**src/tmrfd_cfg.svh**
```systemverilog
`ifndef TMRFD_CFG_SVH
`define TMRFD_CFG_SVH

// Timing, in ns or us as printed
`define TMRFD_CLK_NS        25
`define TMRFD_SLOT_NS       4000
`define TMRFD_DAC1V_NS      1000
`define TMRFD_DAC4V_NS      4000
`define TMRFD_SETTLE_NS     1000
`define TMRFD_TICK_US       250

// Derived cycle counts, least times rounded up
`define TMRFD_CEIL_CYC(ns)  (((ns) + `TMRFD_CLK_NS - 1) / `TMRFD_CLK_NS)
`define TMRFD_SLOT_CYC      `TMRFD_CEIL_CYC(`TMRFD_SLOT_NS)
`define TMRFD_DAC1V_CYC     `TMRFD_CEIL_CYC(`TMRFD_DAC1V_NS)
`define TMRFD_DAC4V_CYC     `TMRFD_CEIL_CYC(`TMRFD_DAC4V_NS)
`define TMRFD_SETTLE_CYC    `TMRFD_CEIL_CYC(`TMRFD_SETTLE_NS)
`define TMRFD_TICK_CYC      ((`TMRFD_TICK_US * 1000) / `TMRFD_CLK_NS)

// Register byte offsets
`define TMRFD_A_CTRL        8'h00
`define TMRFD_A_FLEN        8'h04
`define TMRFD_A_RAILEN      8'h08
`define TMRFD_A_STATUS      8'h0c
`define TMRFD_A_ISTAT       8'h10
`define TMRFD_A_IMASK       8'h14
`define TMRFD_A_THR0        8'h20
`define TMRFD_A_THR3        8'h2c

// Reset values
`define TMRFD_RST_CTRL      7'h1e
`define TMRFD_RST_FLEN      4'h8

// Interrupt status layout
`define TMRFD_IRQ_TICK      4

// AXI responses
`define TMRFD_RESP_OKAY     2'h0
`define TMRFD_RESP_SLVERR   2'h2

`endif

```
**src/tmrfd_pkg.sv**
```systemverilog
package tmrfd_pkg;

  // Control register: run, compare enables, DAC range, rail count - 1
  typedef struct packed {
    logic [1:0] last_rail;
    logic       range_4v;
    logic       uv_en;
    logic       ov_en;
    logic       run;
    logic       spare;
  } tmrfd_ctrl_s;

  // Per-rail glitch filter history
  typedef struct packed {
    logic [3:0] ov_cnt;
    logic [3:0] uv_cnt;
    logic       ov_flt;
    logic       uv_flt;
  } tmrfd_filt_s;

  // Per-rail threshold DAC codes
  typedef struct packed {
    logic [7:0] ov_code;
    logic [7:0] uv_code;
  } tmrfd_thr_s;

  // Slot sequence
  typedef enum logic [3:0] {
    ST_IDLE, ST_SELECT, ST_LOAD, ST_RESTORE, ST_SETTLE,
    ST_SAMPLE, ST_SAVE, ST_DISC, ST_WAIT
  } tmrfd_state_e;

endpackage : tmrfd_pkg

```
**src/tmrfd_top.sv**
```systemverilog
`timescale 1ns/10ps
`default_nettype none
`include "tmrfd_cfg.svh"

module tmrfd_top
  import tmrfd_pkg::*;
#(
  parameter int TICK_CYC = `TMRFD_TICK_CYC
) (
  // Clock and reset
  input  wire logic        core_clk,
  input  wire logic        srst,
  // AXI4-Lite write channels
  input  wire logic [7:0]  s_axi_awaddr,
  input  wire logic        s_axi_awvalid,
  output logic             s_axi_awready,
  input  wire logic [31:0] s_axi_wdata,
  input  wire logic [3:0]  s_axi_wstrb,
  input  wire logic        s_axi_wvalid,
  output logic             s_axi_wready,
  output logic [1:0]       s_axi_bresp,
  output logic             s_axi_bvalid,
  input  wire logic        s_axi_bready,
  // AXI4-Lite read channels
  input  wire logic [7:0]  s_axi_araddr,
  input  wire logic        s_axi_arvalid,
  output logic             s_axi_arready,
  output logic [31:0]      s_axi_rdata,
  output logic [1:0]       s_axi_rresp,
  output logic             s_axi_rvalid,
  input  wire logic        s_axi_rready,
  // Analog comparator results, asynchronous
  input  wire logic        cmp_ov,
  input  wire logic        cmp_uv,
  // Input mux and threshold DACs
  output logic             mux_en,
  output logic [1:0]       mux_sel,
  output logic [7:0]       dac_uv,
  output logic [7:0]       dac_ov,
  output logic             dac_load,
  // Rail control and health
  output logic [3:0]       rail_en,
  output logic [3:0]       pgood,
  output logic [3:0]       fault_uv,
  output logic [3:0]       fault_ov,
  output logic             irq
);

  // Fixed cycle counts
  localparam logic [7:0]  SLOT_CYC   = 8'(`TMRFD_SLOT_CYC);
  localparam logic [7:0]  DAC1V_CYC  = 8'(`TMRFD_DAC1V_CYC);
  localparam logic [7:0]  DAC4V_CYC  = 8'(`TMRFD_DAC4V_CYC);
  localparam logic [7:0]  SETTLE_CYC = 8'(`TMRFD_SETTLE_CYC);
  localparam logic [15:0] TICK_LAST  = 16'(TICK_CYC - 1);

  // Saturating increment, shared by both filter halves
  function automatic logic [3:0] sat_inc(input logic [3:0] v);
    sat_inc = (v == 4'hf) ? v : v + 4'h1;
  endfunction : sat_inc

  // One filter half: count run of out-of-window samples
  function automatic logic [4:0] filt_step(input logic       hit,
                                           input logic [3:0] cnt,
                                           input logic [3:0] len);
    logic [3:0] c;
    c = hit ? sat_inc(cnt) : 4'h0;
    filt_step = {c, (c >= len) && (len != 4'h0)};
  endfunction : filt_step

  // Register file
  tmrfd_ctrl_s  ctrl_r;                  // Control
  logic [3:0]   flen_r;                  // Glitch filter length
  logic [4:0]   istat_r;                 // Sticky events
  logic [4:0]   imask_r;                 // Event mask
  tmrfd_thr_s   thr_mem [4];             // Threshold memory per rail
  tmrfd_filt_s  filt_mem [4];            // Saved filter history per rail

  // Sequencer state
  tmrfd_state_e state_r;
  logic [1:0]   idx_r;                   // Rail being visited
  logic [7:0]   cnt_r;                   // Settle counter
  logic [7:0]   slot_r;                  // Slot-length counter
  tmrfd_filt_s  filt_r;                  // Working filter copy
  logic [15:0]  tick_r;                  // Service-tick divider

  // Comparator synchronisers
  logic [1:0]   ov_meta_r;
  logic [1:0]   uv_meta_r;
  logic         ov_s;
  logic         uv_s;

  // Bus slave state
  logic         aw_got_r;
  logic         w_got_r;
  logic [7:0]   aw_addr_r;
  logic [31:0]  w_data_r;
  logic [3:0]   w_strb_r;
  logic         wr_go;
  logic [31:0]  rd_val;
  logic         rd_hit;
  logic         wr_hit;
  logic [31:0]  wmask;

  // Events of this cycle
  logic [3:0]   flt_evt;
  logic         tick_evt;
  logic [7:0]   slot_len;

  // Outputs other than the bus ready signals are all flops
  logic         mux_en_r, dac_load_r, irq_r;
  logic [1:0]   mux_sel_r;
  logic [7:0]   dac_uv_r, dac_ov_r;
  logic [3:0]   rail_en_r, pgood_r, fault_uv_r, fault_ov_r;

  // Two flops before any logic reads the comparator
  always_ff @(posedge core_clk) begin
    if (srst) begin
      ov_meta_r <= 2'h0;
      uv_meta_r <= 2'h0;
    end else begin
      ov_meta_r <= {ov_meta_r[0], cmp_ov};
      uv_meta_r <= {uv_meta_r[0], cmp_uv};
    end
  end
  assign ov_s = ov_meta_r[1];
  assign uv_s = uv_meta_r[1];

  // Slot cannot be shorter than the DAC update period
  assign slot_len = ctrl_r.range_4v
                    ? ((DAC4V_CYC > SLOT_CYC) ? DAC4V_CYC : SLOT_CYC)
                    : ((DAC1V_CYC > SLOT_CYC) ? DAC1V_CYC : SLOT_CYC);

  // Slot sequencer; no processor action needed once run is set
  always_ff @(posedge core_clk) begin
    if (srst) begin
      state_r <= ST_IDLE;
      idx_r   <= 2'h0;
      cnt_r   <= 8'h0;
      slot_r  <= 8'h0;
    end else begin
      slot_r <= (state_r == ST_IDLE) ? 8'h0 : slot_r + 8'h1;
      case (state_r)
        ST_IDLE: begin
          idx_r <= 2'h0;
          if (ctrl_r.run) begin
            state_r <= ST_SELECT;
          end
        end
        ST_SELECT: begin
          slot_r  <= 8'h1;
          state_r <= ST_LOAD;
        end
        ST_LOAD:    state_r <= ST_RESTORE;
        ST_RESTORE: begin
          cnt_r   <= 8'h0;
          state_r <= ST_SETTLE;
        end
        ST_SETTLE: begin
          // Comparator path includes two sync flops; settle covers them
          cnt_r <= cnt_r + 8'h1;
          if (cnt_r == SETTLE_CYC - 8'h1) begin
            state_r <= ST_SAMPLE;
          end
        end
        ST_SAMPLE:  state_r <= ST_SAVE;
        ST_SAVE:    state_r <= ST_DISC;
        ST_DISC:    state_r <= ST_WAIT;
        ST_WAIT: begin
          if (slot_r >= slot_len - 8'h1) begin
            // Wrap after the configured last rail
            idx_r   <= (idx_r >= ctrl_r.last_rail) ? 2'h0 : idx_r + 2'h1;
            state_r <= ctrl_r.run ? ST_SELECT : ST_IDLE;
          end
        end
        default:    state_r <= ST_IDLE;
      endcase
    end
  end

  // Input mux: on from select to disconnect
  always_ff @(posedge core_clk) begin
    if (srst) begin
      mux_en_r  <= 1'b0;
      mux_sel_r <= 2'h0;
    end else if (state_r == ST_SELECT) begin
      mux_en_r  <= 1'b1;
      mux_sel_r <= idx_r;
    end else if (state_r == ST_DISC || state_r == ST_IDLE) begin
      mux_en_r  <= 1'b0;
    end
  end

  // Threshold transfer from memory to DACs
  always_ff @(posedge core_clk) begin
    if (srst) begin
      dac_uv_r   <= 8'h0;
      dac_ov_r   <= 8'h0;
      dac_load_r <= 1'b0;
    end else begin
      dac_load_r <= (state_r == ST_LOAD);
      if (state_r == ST_LOAD) begin
        dac_uv_r <= thr_mem[idx_r].uv_code;
        dac_ov_r <= thr_mem[idx_r].ov_code;
      end
    end
  end

  // Working filter: restore, sample, then written back
  always_ff @(posedge core_clk) begin
    if (srst) begin
      filt_r <= '0;
    end else if (state_r == ST_RESTORE) begin
      filt_r <= filt_mem[idx_r];
    end else if (state_r == ST_SAMPLE) begin
      {filt_r.ov_cnt, filt_r.ov_flt} <= filt_step(ov_s & ctrl_r.ov_en,
                                                  filt_r.ov_cnt, flen_r);
      {filt_r.uv_cnt, filt_r.uv_flt} <= filt_step(uv_s & ctrl_r.uv_en,
                                                  filt_r.uv_cnt, flen_r);
    end
  end

  // Save-back and per-rail fault flags
  always_ff @(posedge core_clk) begin
    if (srst) begin
      for (int i = 0; i < 4; i++) begin
        filt_mem[i] <= '0;
      end
      fault_uv_r <= 4'h0;
      fault_ov_r <= 4'h0;
    end else if (state_r == ST_SAVE) begin
      filt_mem[idx_r]   <= filt_r;
      fault_uv_r[idx_r] <= filt_r.uv_flt;
      fault_ov_r[idx_r] <= filt_r.ov_flt;
    end
  end

  // New fault on a rail, seen at save time
  always_comb begin
    flt_evt = 4'h0;
    if (state_r == ST_SAVE) begin
      flt_evt[idx_r] = (filt_r.uv_flt | filt_r.ov_flt)
                       & ~(fault_uv_r[idx_r] | fault_ov_r[idx_r]);
    end
  end

  // Power-good low while a fault stands; rail cut one cycle later
  always_ff @(posedge core_clk) begin
    if (srst) begin
      pgood_r <= 4'h0;
    end else begin
      pgood_r <= ~(fault_uv_r | fault_ov_r);
    end
  end

  // Rail enables: software sets, hardware clears a rail that lost power-good
  always_ff @(posedge core_clk) begin
    if (srst) begin
      rail_en_r <= 4'h0;
    end else if (wr_go && aw_addr_r == `TMRFD_A_RAILEN && w_strb_r[0]) begin
      rail_en_r <= w_data_r[3:0] & pgood_r;
    end else begin
      rail_en_r <= rail_en_r & pgood_r;
    end
  end

  // Periodic service tick
  always_ff @(posedge core_clk) begin
    if (srst) begin
      tick_r <= 16'h0;
    end else begin
      tick_r <= (tick_r == TICK_LAST) ? 16'h0 : tick_r + 16'h1;
    end
  end
  assign tick_evt = (tick_r == TICK_LAST);

  // Sticky events: set wins over write-one-to-clear
  always_ff @(posedge core_clk) begin
    if (srst) begin
      istat_r <= 5'h0;
    end else begin
      istat_r <= (istat_r & ~((wr_go && aw_addr_r == `TMRFD_A_ISTAT && w_strb_r[0])
                              ? w_data_r[4:0] : 5'h0))
                 | {tick_evt, flt_evt};
    end
  end

  // Level interrupt
  always_ff @(posedge core_clk) begin
    if (srst) begin
      irq_r <= 1'b0;
    end else begin
      irq_r <= |(istat_r & imask_r);
    end
  end

  // Write path: address and data taken in either order
  assign wr_go  = aw_got_r && w_got_r && !s_axi_bvalid;
  assign wr_hit = (aw_addr_r[7:2] <= `TMRFD_A_THR3 >> 2) && (aw_addr_r[1:0] == 2'h0)
                  && (aw_addr_r != `TMRFD_A_STATUS) && !(aw_addr_r > `TMRFD_A_IMASK
                  && aw_addr_r < `TMRFD_A_THR0);
  assign wmask  = {{8{w_strb_r[3]}}, {8{w_strb_r[2]}}, {8{w_strb_r[1]}}, {8{w_strb_r[0]}}};

  always_ff @(posedge core_clk) begin
    if (srst) begin
      aw_got_r      <= 1'b0;
      w_got_r       <= 1'b0;
      aw_addr_r     <= 8'h0;
      w_data_r      <= 32'h0;
      w_strb_r      <= 4'h0;
      s_axi_bvalid  <= 1'b0;
      s_axi_bresp   <= `TMRFD_RESP_OKAY;
    end else begin
      if (s_axi_awvalid && s_axi_awready) begin
        aw_got_r  <= 1'b1;
        aw_addr_r <= s_axi_awaddr;
      end
      if (s_axi_wvalid && s_axi_wready) begin
        w_got_r  <= 1'b1;
        w_data_r <= s_axi_wdata;
        w_strb_r <= s_axi_wstrb;
      end
      if (wr_go) begin
        aw_got_r     <= 1'b0;
        w_got_r      <= 1'b0;
        s_axi_bvalid <= 1'b1;
        s_axi_bresp  <= wr_hit ? `TMRFD_RESP_OKAY : `TMRFD_RESP_SLVERR;
      end else if (s_axi_bvalid && s_axi_bready) begin
        s_axi_bvalid <= 1'b0;
      end
    end
  end
  assign s_axi_awready = !aw_got_r && !srst;
  assign s_axi_wready  = !w_got_r && !srst;

  // Configuration registers written by software
  always_ff @(posedge core_clk) begin
    if (srst) begin
      ctrl_r  <= `TMRFD_RST_CTRL;
      flen_r  <= `TMRFD_RST_FLEN;
      imask_r <= 5'h0;
      for (int i = 0; i < 4; i++) begin
        thr_mem[i] <= '0;
      end
    end else if (wr_go) begin
      case (aw_addr_r)
        `TMRFD_A_CTRL:  ctrl_r  <= 7'((ctrl_r & ~wmask[6:0])
                                      | (w_data_r[6:0] & wmask[6:0]));
        `TMRFD_A_FLEN:  flen_r  <= w_strb_r[0] ? w_data_r[3:0] : flen_r;
        `TMRFD_A_IMASK: imask_r <= w_strb_r[0] ? w_data_r[4:0] : imask_r;
        default: begin
          // Misaligned threshold addresses answer SLVERR and must not write
          if (aw_addr_r >= `TMRFD_A_THR0 && aw_addr_r <= `TMRFD_A_THR3
              && aw_addr_r[1:0] == 2'h0) begin
            thr_mem[aw_addr_r[3:2]] <= 16'((thr_mem[aw_addr_r[3:2]] & ~wmask[15:0])
                                           | (w_data_r[15:0] & wmask[15:0]));
          end
        end
      endcase
    end
  end

  // Read decode
  always_comb begin
    rd_val = 32'h0;
    rd_hit = 1'b1;
    case (s_axi_araddr)
      `TMRFD_A_CTRL:   rd_val = {25'h0, ctrl_r};
      `TMRFD_A_FLEN:   rd_val = {28'h0, flen_r};
      `TMRFD_A_RAILEN: rd_val = {28'h0, rail_en_r};
      `TMRFD_A_STATUS: rd_val = {10'h0, idx_r, pgood_r, fault_ov_r, fault_uv_r, 4'h0, state_r};
      `TMRFD_A_ISTAT:  rd_val = {27'h0, istat_r};
      `TMRFD_A_IMASK:  rd_val = {27'h0, imask_r};
      default: begin
        if (s_axi_araddr >= `TMRFD_A_THR0 && s_axi_araddr <= `TMRFD_A_THR3
            && s_axi_araddr[1:0] == 2'h0) begin
          rd_val = {16'h0, thr_mem[s_axi_araddr[3:2]]};
        end else begin
          rd_hit = 1'b0;
        end
      end
    endcase
  end

  // Read answer one cycle after the address is taken
  always_ff @(posedge core_clk) begin
    if (srst) begin
      s_axi_rvalid <= 1'b0;
      s_axi_rdata  <= 32'h0;
      s_axi_rresp  <= `TMRFD_RESP_OKAY;
    end else if (s_axi_arvalid && s_axi_arready) begin
      s_axi_rvalid <= 1'b1;
      s_axi_rdata  <= rd_val;
      s_axi_rresp  <= rd_hit ? `TMRFD_RESP_OKAY : `TMRFD_RESP_SLVERR;
    end else if (s_axi_rvalid && s_axi_rready) begin
      s_axi_rvalid <= 1'b0;
    end
  end
  assign s_axi_arready = !s_axi_rvalid && !srst;

  // Drive outputs from their flops
  assign mux_en   = mux_en_r;
  assign mux_sel  = mux_sel_r;
  assign dac_uv   = dac_uv_r;
  assign dac_ov   = dac_ov_r;
  assign dac_load = dac_load_r;
  assign rail_en  = rail_en_r;
  assign pgood    = pgood_r;
  assign fault_uv = fault_uv_r;
  assign fault_ov = fault_ov_r;
  assign irq      = irq_r;

  tmrfd_thr_s cur_thr;
  assign cur_thr = thr_mem[idx_r];

  // Restore to sample: one restore cycle plus the whole settle count
  localparam int SETTLE_PAST = `TMRFD_SETTLE_CYC + 1;
endmodule : tmrfd_top

`default_nettype wire

```
**config.mk**
```make
export PLATFORM = sky130hd
export DESIGN_NAME = tmrfd_top
export DESIGN_NICKNAME = d
export VERILOG_FILES = /design/src/tmrfd_pkg.sv /design/src/tmrfd_top.sv
export VERILOG_INCLUDE_DIRS = /design/src /design/src/src
export SDC_FILE = /design/constraint.sdc
export NUM_CORES = 1
export LEC_CHECK = 0
export BUFFER_PORTS_ARGS = -buffer_cell sky130_fd_sc_hd__clkbuf_2
export CAP_MARGIN = 0
export CORE_MARGIN = 4
export CORE_UTILIZATION = 50
export CTS_BUF_LIST = sky130_fd_sc_hd__clkbuf_8
export DETAILED_ROUTE_END_ITERATION = 8
export PLACE_DENSITY_LB_ADDON = 0.25
export RECOVER_POWER = 50
export SLEW_MARGIN = 20
export SYNTH_ARGS = -nofsm -noshare
export SYNTH_HDL_FRONTEND = slang
export SYNTH_SLANG_ARGS = --single-unit
```
**constraint.sdc**
```tcl
create_clock -name core_clk -period 3.67 [get_ports core_clk]
set_input_delay 0.5505 -clock core_clk [delete_from_list [all_inputs] [get_ports core_clk]]
set_output_delay 0.5505 -clock core_clk [all_outputs]
set_load 0.05 [all_outputs]
```
==> impl_metrics.ini, run 1 <==
[floorplanning]
die-height_um = 166.7
io_pins = 139
die_w_um = 166.7
core_mm2 = 0.02453
rows = 57
die_area_mm2 = 0.02778
initial_core_util_pct = 51.31

[routing]
avgRoutedWirePerCell_um = 19.14
vias = 9306
via_per_inst = 5.685
drt_wl_total_um = 31330
drc = 0
drt-initial-drc-count = 873
first_pass_iters = 5
ant_nets = 0

[synth]
synthAdderAreaFrac_pct = 1.889
ys_seq_elements = 272
synthTopCellsByArea = dfxtp_1 27%, edfxtp_1 25%, mux4_2 11%
synthFlopType = dfxtp_1
muxShareOfSynthArea_pct = 14.89
synth-edff-count = 104
synth_top_family_by_area = simple AND/OR/NAND/NOR gates
synth_xor_area_share_pct = 1.670
ys_types = 64
synth_compound_area_share_pct = 8.191
yosysTopAreaCell = dfxtp_1
synth_top_area_share_pct = 26.72
synth-simple-area-share_pct = 18.13
syn_area_per_cell_um2 = 10.64
synth_warnings = 0
syn_area_mm2 = 0.01259
syn_inst = 1183
yosysSeqAreaShare_pct = 51.53
ys_async_sr_fraction_pct = 0

[placement]
hpwl_um = 21350
place.gp.congestion = 0.8308
dp_slack_ns = 0.7656
numPortBuffers = 108

[setup_path]
cp-end-kind = flip-flop
start_kind = flip-flop
worstPathArrival_ns = 3.18
criticalPathCategory = reg -> reg
reg2reg_from = aw_addr_r[0]
cp_max_fo = 18
cp.required_ns = 3.83
critPathLaunch = aw_addr_r[0]

[global_route]
grt_pass1_vias = 9165
overflow = 0
grt_pass1_wl_um = 49510
antenna_found_initial = 0
grt_usage_pct = 22.06
grt_max_degree = 86

[power]
switching_power_mw = 1.670
combPwrFrac_pct = 8.3
p_int_mw = 4.839
power_mw = 6.510
powerDensity_mw_per_mm2 = 461.5
vdd_drop_max_v = 0.0002950
clkPwrFrac_pct = 40.5
p_sw_share_pct = 25.66
seqPwrFrac_pct = 51.2
p_leak_nw = 5.262

[timing]
min_period_ns = 3.017
timing.final.ws_setup_ns = 0.6532
worst_pin_slew_ns = 1.558
clock_skew_ns = 0.02559
drv_slew = 37
fmax_mhz = 331.5
finalSetupTns_ns = 0
finalHoldViolCount = 0
finalCritPeriodShare_pct = 82.20
finalSetupViolations = 0
rsz0062_at_grt = no
slew_headroom_pct = -3.919

[clock_tree]
path_clk_slew_ns = 0.06
h-tree-depth = 2
cts_tree = done
numCtsBuffers = 46
cts_root_buffer = clkbuf_8
cts_resized = 0
clockBufferDepth = 3
cts_num_sinks = 272
hold_buffers = 0
post_cts.repair.setup_buffers = 0
clkLatencyLatePin_ns = 0.55

[status]
run_status = complete, but fails checks
violations = max-capacitance violations, max-slew violations

[layout]
antenna_cells = 0
regArea_mm2 = 0.006486
nNetsFinal = 1357
multi_input_area_mm2 = 0.005685
fillCellCount = 2201
drive_above_1_share_pct = 15.16
synthToLayoutAreaGrowth_pct = 12.06

[flow_run]
maxCapViolCount = 1

[hold_path]
hold_path_class = in -> reg
hp-start = s_axi_wdata[9]
## final cells by class
class                           instances  share of cell area, %
Sequential cell                       272                  45.99
Multi-Input combinational cell        818                  40.31
Clock buffer                           52                  5.074
Timing Repair Buffer                  122                  4.001
Tap cell                              324                  2.874
Clock inverter                         32                  1.304
Inverter                               17                 0.4524
## routing by layer
metal / track usage [%] / wire length, um
met1: 28.08 / 12660
met4: 7.969 / 1014
met3: 4.243 / 1948
met2: 37.77 / 15710
met5: 0 / 0
## cell usage after synthesis (all sizes together) (6+ instances only)
cell    number
a211oi       9
and2        34
nor2       178
mux2         6
a21oi       56
nand2b       9
nor2b       10
and3        26
nor3        22
clkbuf      57
dfxtp      168
buf         30
o21ai       30
nand2      143
a22oi       24
nand4        9
xor2        15
edfxtp     104
ha          19
inv         17
mux4        62
xnor2        9
mux2i       41
nand3       35
## flip-flops by register name, summed over array words and instances (netlist names), 4 cells and up, named ones only
name         flops
aw_addr_r        8
w_data_r        16
s_axi_rdata     22
cnt_r            8
thr_mem         64
imask_r          5
istat_r          5
filt_mem        40
rail_en          4
state_r          4
slot_r           8
pgood            4
flen_r           4
filt_r          10
dac_ov           8
fault_ov         4
tick_r          16
dac_uv           8
fault_uv         4
## cells in the final DEF, fill, tap and decap left out, types with 30 or more instances in the layout
cell type / n
clkbuf_2: 43
o21ai_0: 30
dfxtp_1: 168
nand2_1: 143
clkbuf_1: 65
edfxtp_1: 104
nand3_1: 34
mux4_2: 62
mux2i_1: 41
clkbuf_8: 52
nor2_1: 178
a21oi_1: 56
inv_1: 37
## stage by stage
stage / instances / util (%) / hold WS (ns) / area, um2
finish: 1637 / 57.49 / 0.1960 / 14100
global route: 1637 / 57.49 / 0.1906 / 14100
CTS: 1637 / 57.86 / 0.1732 / 14190
detailed placement: 1553 / 54.19 / 0.4283 / 13300
global placement: 1553 / 54.19 / 0.4397 / 13300
floorplan: 1194 / - / 0.4138 / 12630
## power groups by stage
stage	sequential [mW]	combinational [mW]	clock, mW
finish	3.33	0.542	2.63
global route	3.34	0.591	2.82
CTS	3.33	0.552	2.68
detailed placement	3.40	0.549	0
global placement	3.39	0.544	0
floorplan	3.41	0.380	0
## worst max-delay path, stage by stage, from the launching register on
cell	delay [ns]
dfxtp_1	0.30
or4_1	0.62
nor2_1	0.21
nand4_2	0.13
buf_4	0.23
or3_1	0.32
buf_4	0.22
nand2_1	0.59
## final timing paths
check | to | slack, ns | depth (start not counted)
min reg2reg | dac_ov[3] | 0.45 | 2
min | w_data_r[9] | 0.20 | 3
max | thr_mem[1][2] | 0.65 | 7
max reg2reg | thr_mem[1][2] | 0.65 | 7
## cells by family after synthesis
kind of cell | after synthesis
AND/OR/NAND/NOR | 492
flip-flops | 272
AO/OA/AOI/OAI | 162
multiplexers | 109
buffers and inverters | 104
XOR/XNOR | 24
adder cells (fa/ha/maj) | 19
other | 1
Power figures use the tool's default switching activity.
==> run 2, diff against run 1 <==
- clock period: 3.67 -> 2.5 ns (I/O delays scaled with it)
==> run 2 against run 1 <==
  * The flow now finishes without violations
  * Combinational power up 60%
  * Clock skew down 0.0072 ns
  * Flip-flop and latch count did not move
  * Worst hold slack got worse by 0.18 ns
  * Fmax up 29%
  * Clock-buffer cell count increased by 1
  * Wire length grew 0.62%
  * Total power rose by 47%
  * Non-clock buffer count up 45
  * Sequential share of layout area shrank 1.1 points
  * Critical endpoint is now filt_r[1]
  * Largest cell class unchanged
==> impl_metrics.ini, run 2 (synthesis results as in run 1) <==
[layout]
layout_commonest_cell = nor2_1
layout_common_cells = 177 x nor2_1, 166 x dfxtp_1, 141 x nand2_1
antenna_cells = 0
reg_top3 = thr_mem x64, filt_mem x40, s_axi_rdata x22
largest_register_ffs = 64
drive_above_1_share_pct = 16.25
fin_util_pct = 58.86
fillCellCount = 2141
synthToLayoutAreaGrowth_pct = 14.73
regMostFlops = thr_mem
nNetsFinal = 1402

[timing]
rsz0062_at_grt = no
finalSetupViolations = 0
clock_skew_ns = 0.01834
slew_headroom_pct = 16.13
finalCritPeriodShare_pct = 93.80
finalHoldViolCount = 0
fmax_mhz = 426.4
drv_slew = 0
min_period_ns = 2.345
worst_pin_slew_ns = 1.258
finalSetupTns_ns = 0

[power]
power_mw = 9.560
vdd_drop_max_v = 0.0003750
clkPwrFrac_pct = 40.0
p_int_mw = 7.077
p_sw_share_pct = 25.97
p_leak_nw = 5.421
powerDensity_mw_per_mm2 = 662.0
combPwrFrac_pct = 9.1
switching_power_mw = 2.483
seqPwrFrac_pct = 51.0

[setup_path]
reg2reg_from = filt_r[6]
ff2ff_setup_slack_ns = 0.15
criticalPathCategory = reg -> reg
r2r-end = filt_r[1]
cp_max_fo = 7
start_kind = flip-flop
max_stage_delay_ns = 0.44
cpMaxStageDelayCell = dfxtp_1
critPathBufInv = 0
critPathLaunch = filt_r[6]
cp.required_ns = 2.93
cp-end-kind = flip-flop
cp_top_family = compound AO/OA/AOI/OAI gates
cp_cell_sequence = ha_1, nand3_1, xor2_1, nand3_1, ha_1, nand2b_1, a21o_1, a211o_1, o211ai_1, a21oi_1
rr_worst_depth = 10
worstPathArrival_ns = 2.78

[floorplanning]
die-height_um = 166.7
io_pins = 139
die_w_um = 166.7
rows = 57
core_mm2 = 0.02453
die_area_mm2 = 0.02778
initial_core_util_pct = 51.31

[routing]
drt-initial-drc-count = 855
drt_wl_total_um = 31520
drc = 0
first_pass_iters = 5
avgRoutedWirePerCell_um = 18.72
vias = 9531
ant_nets = 0
via_per_inst = 5.660

[global_route]
grt_pass1_vias = 9302
grt_pass1_wl_um = 50110
antenna_found_initial = 0
grt_max_degree = 62
overflow = 0
grt_usage_pct = 22.39

[hold_path]
hold_depth = 3
hp-start = s_axi_wdata[15]
hold_path_class = in -> reg
hold_path_end = w_data_r[15]

[clock_tree]
clkLatencyLatePin_ns = 0.57
numCtsBuffers = 46
cts_root_buffer = clkbuf_8
cts_num_sinks = 272
path_clk_slew_ns = 0.06
h-tree-depth = 2
clockBufferDepth = 3
post_cts.repair.setup_buffers = 0
cts_tree = done

[status]
run_status = finished clean

[placement]
numPortBuffers = 108
place.gp.congestion = 0.8818
hpwl_um = 22220

[flow_run]
maxCapViolCount = 0
-- run 2: how the worst max path moves through the flow --
stage	depth (start not counted)	end
4_1_cts	10	filt_r[1]
2_1_floorplan	7	thr_mem[0][0]
5_1_grt	10	filt_r[0]
3_5_place_dp	10	filt_r[1]
3_3_place_gp	5	thr_mem[2][10]
6_report	10	filt_r[1]
-- run 2: area by class of cell --
type / instances / area (um2) / area share (%)
clock buffer: 53 / 729.5 / 5.051
clock inverter: 33 / 163.9 / 1.135
tap: 324 / 405.4 / 2.807
inverter: 17 / 63.81 / 0.4419
timing repair buffer: 167 / 899.6 / 6.229
sequential: 272 / 6489 / 44.93
multi-input combinational: 818 / 5690 / 39.40
-- run 2: repair_timing --
action                     CTS  global route
hold buffers                11             0
hold endpoints to repair    11             0
setup endpoints to repair    0             1
resized for setup            0             1
-- run 2: power by group through the flow --
stage | clock, mW | sequential, mW | combinational [mW]
detailed placement | 0 | 4.97 | 0.869
finish | 3.82 | 4.87 | 0.866
CTS | 3.90 | 4.87 | 0.887
global route | 4.12 | 4.89 | 0.937
global placement | 0 | 4.96 | 0.861
floorplan | 0 | 5.00 | 0.560
-- run 2: tightest hold or removal path, cell delays in order --
cell and delay [ns]:
clkbuf_2 0.08, nand2_1 0.04, o21ai_0 0.05
-- run 2: routing by layer --
layer | vias to the layer above | wire length (um) | global-route usage (%)
met5 | - | 0 | 0
met4 | 0 | 795 | 6.581
li1 | 4521 | - | -
met2 | 350 | 15560 | 38.05
met3 | 54 | 2153 | 4.006
met1 | 4606 | 13010 | 29.61
-- run 2: metrics by stage --
step	area [um2]	hold WS (ns)	setup slack, ns	instances
finish	14440	0.01873	0.1549	1684
global route	14440	0.01034	0.002231	1684
CTS	14600	0.0005414	0.1596	1684
detailed placement	13590	0.4374	0.1810	1587
global placement	13590	0.4286	0.2085	1587
floorplan	12640	0.4138	0.01266	1194
==> run 3, diff against run 2 <==
- CORE_UTILIZATION: 50 -> 55
- RECOVER_POWER: 50 -> 100
- REMOVE_ABC_BUFFERS: default -> 1
==> run 3 against run 2 <==
  * Fmax fell by 1.8%
  * Global-route usage rose by 2.6 points
  * Die area shrank 8.7%
  * Largest cell class unchanged
==> impl_metrics.ini, run 3 (synthesis results as in run 1) <==
[status]
run_status = finished clean

[global_route]
antenna_found_initial = 1
grt_max_degree = 55
grt_usage_pct = 24.94
overflow = 0
grt_pass1_wl_um = 50890
grt_pass1_vias = 9509

[clock_tree]
numCtsBuffers = 45
clkLatencyLatePin_ns = 0.57
cts_tree = done
cts_num_sinks = 272
clockBufferDepth = 3
cts_root_buffer = clkbuf_8
h-tree-depth = 2
path_clk_slew_ns = 0.06

[timing]
min_period_ns = 2.388
finalSetupTns_ns = 0
drv_slew = 0
worst_pin_slew_ns = 1.388
clock_skew_ns = 0.02878
slew_headroom_pct = 7.456
finalCritPeriodShare_pct = 95.54
rsz0062_at_grt = no
fmax_mhz = 418.7
timing.final.ws_setup_ns = 0.1116
finalHoldViolCount = 0
finalSetupViolations = 0

[power]
p_int_mw = 6.985
p_leak_nw = 5.365
combPwrFrac_pct = 9.2
clkPwrFrac_pct = 39.5
power_mw = 9.474
p_sw_share_pct = 26.27
switching_power_mw = 2.489
powerDensity_mw_per_mm2 = 663.3
seqPwrFrac_pct = 51.3
vdd_drop_max_v = 0.0004970

[floorplanning]
io_pins = 139
die-height_um = 159.3
core_mm2 = 0.02257
die_w_um = 159.3
die_area_mm2 = 0.02537
initial_core_util_pct = 55.76
rows = 55

[routing]
drt-initial-drc-count = 684
ant_nets = 0
via_per_inst = 5.822
drt_wl_total_um = 31740
vias = 9513
first_pass_iters = 5
drc = 0
avgRoutedWirePerCell_um = 19.43

[placement]
place.gp.congestion = 0.8594
placed_area_mm2 = 0.01351
hpwl_um = 21840
dp_slack_ns = 0.1534
numPortBuffers = 108

[setup_path]
max_stage_delay_ns = 0.64
criticalPathCategory = reg -> reg
cp_max_fo = 5
start_kind = flip-flop
cp_common_cell = or4_1
cp.required_ns = 2.94
cpMaxStageDelayCell = or4_1
cp_cell_sequence = or4_1, or4_1, nor3_2, nand2_1, a31o_2
cp-end-kind = flip-flop
worstPathArrival_ns = 2.83

[layout]
multi_input_area_mm2 = 0.005689
synthToLayoutAreaGrowth_pct = 13.47
nNetsFinal = 1393
reg_top3 = thr_mem x64, filt_mem x40, s_axi_rdata x22
regMostFlops = thr_mem
regArea_mm2 = 0.006490
fin_area_mm2 = 0.01428
fillCellCount = 1906
drive_above_1_share_pct = 16.47
layout_commonest_cell = nor2_1
fin_util_pct = 63.28
layout_common_cells = 178 x nor2_1, 165 x dfxtp_1, 143 x nand2_1
largest_register_ffs = 64

[flow_run]
maxCapViolCount = 0

[hold_path]
hold_path_class = in -> reg
-- run 3: cell types whose count changed in the layout (fill, tap and decap cells not counted), moves of 3 or more --
cell and change:
and2_0 +14, and2_1 -14, buf_4 -7, clkbuf_1 -3, clkbuf_2 +5, clkinv_1 -6
clkinv_2 +6, dlygate4sd3_1 -4, inv_1 -3
-- run 3: what timing repair did --
item / in CTS / in global routing
endpoints found under the setup margin: 0 / 2
resized for setup: 0 / 4
hold endpoints to repair: 7 / 0
hold buffers: 7 / 0
setup buffers: 0 / 0
-- run 3: worst max-delay path, delay by kind of cell (launching register included) --
kind            cells  cell delay [ns]
compound gates      1             0.26
flops               1             0.31
simple gates        4             1.69
-- run 3: stage by stage --
step,std cells,hold WS (ns)
2_1_floorplan,1107,0.4138
3_3_place_gp,1544,0.4189
3_5_place_dp,1544,0.4327
4_1_cts,1633,0.0001359
5_1_grt,1634,0.009883
6_report,1634,0.01095
-- run 3: final timing paths --
kind | start | endpoint | slack, ns | cells after the start
setup / recovery | aw_addr_r[0] | istat_r[1] | 0.11 | 5
hold / removal | s_axi_wdata[11] | w_data_r[11] | 0.01 | 3
setup reg to reg | aw_addr_r[0] | istat_r[1] | 0.11 | 5
hold reg to reg | uv_meta_r[0] | uv_meta_r[1] | 0.44 | 1
-- run 3: cell type report --
cell class                      instances  area share (%)
Clock buffer                           54           5.204
Multi-Input combinational cell        818           39.83
Antenna cell                            1         0.01752
Clock inverter                         28          0.8410
Inverter                               17          0.4468
Tap cell                              285           2.497
Timing Repair Buffer                  159           5.721
Sequential cell                       272           45.44
-- run 3: power groups by stage --
stage / Clock (mW) / Combinational (mW) / Sequential (mW)
2_1_floorplan: 0 / 0.455 / 5.03
5_1_grt: 4.01 / 0.943 / 4.88
6_report: 3.74 / 0.872 / 4.86
3_3_place_gp: 0 / 0.875 / 4.94
3_5_place_dp: 0 / 0.887 / 4.95
4_1_cts: 3.80 / 0.899 / 4.86
-- run 3: per-layer routing --
metal | wire length [um] | global-route usage, % | part of all wire, %
met1 | 12560 | 31.93 | 40
met2 | 15700 | 42.11 | 49
met4 | 906 | 9.625 | 2.9
met3 | 2581 | 5.022 | 8.1
met5 | 0 | 0 | 0
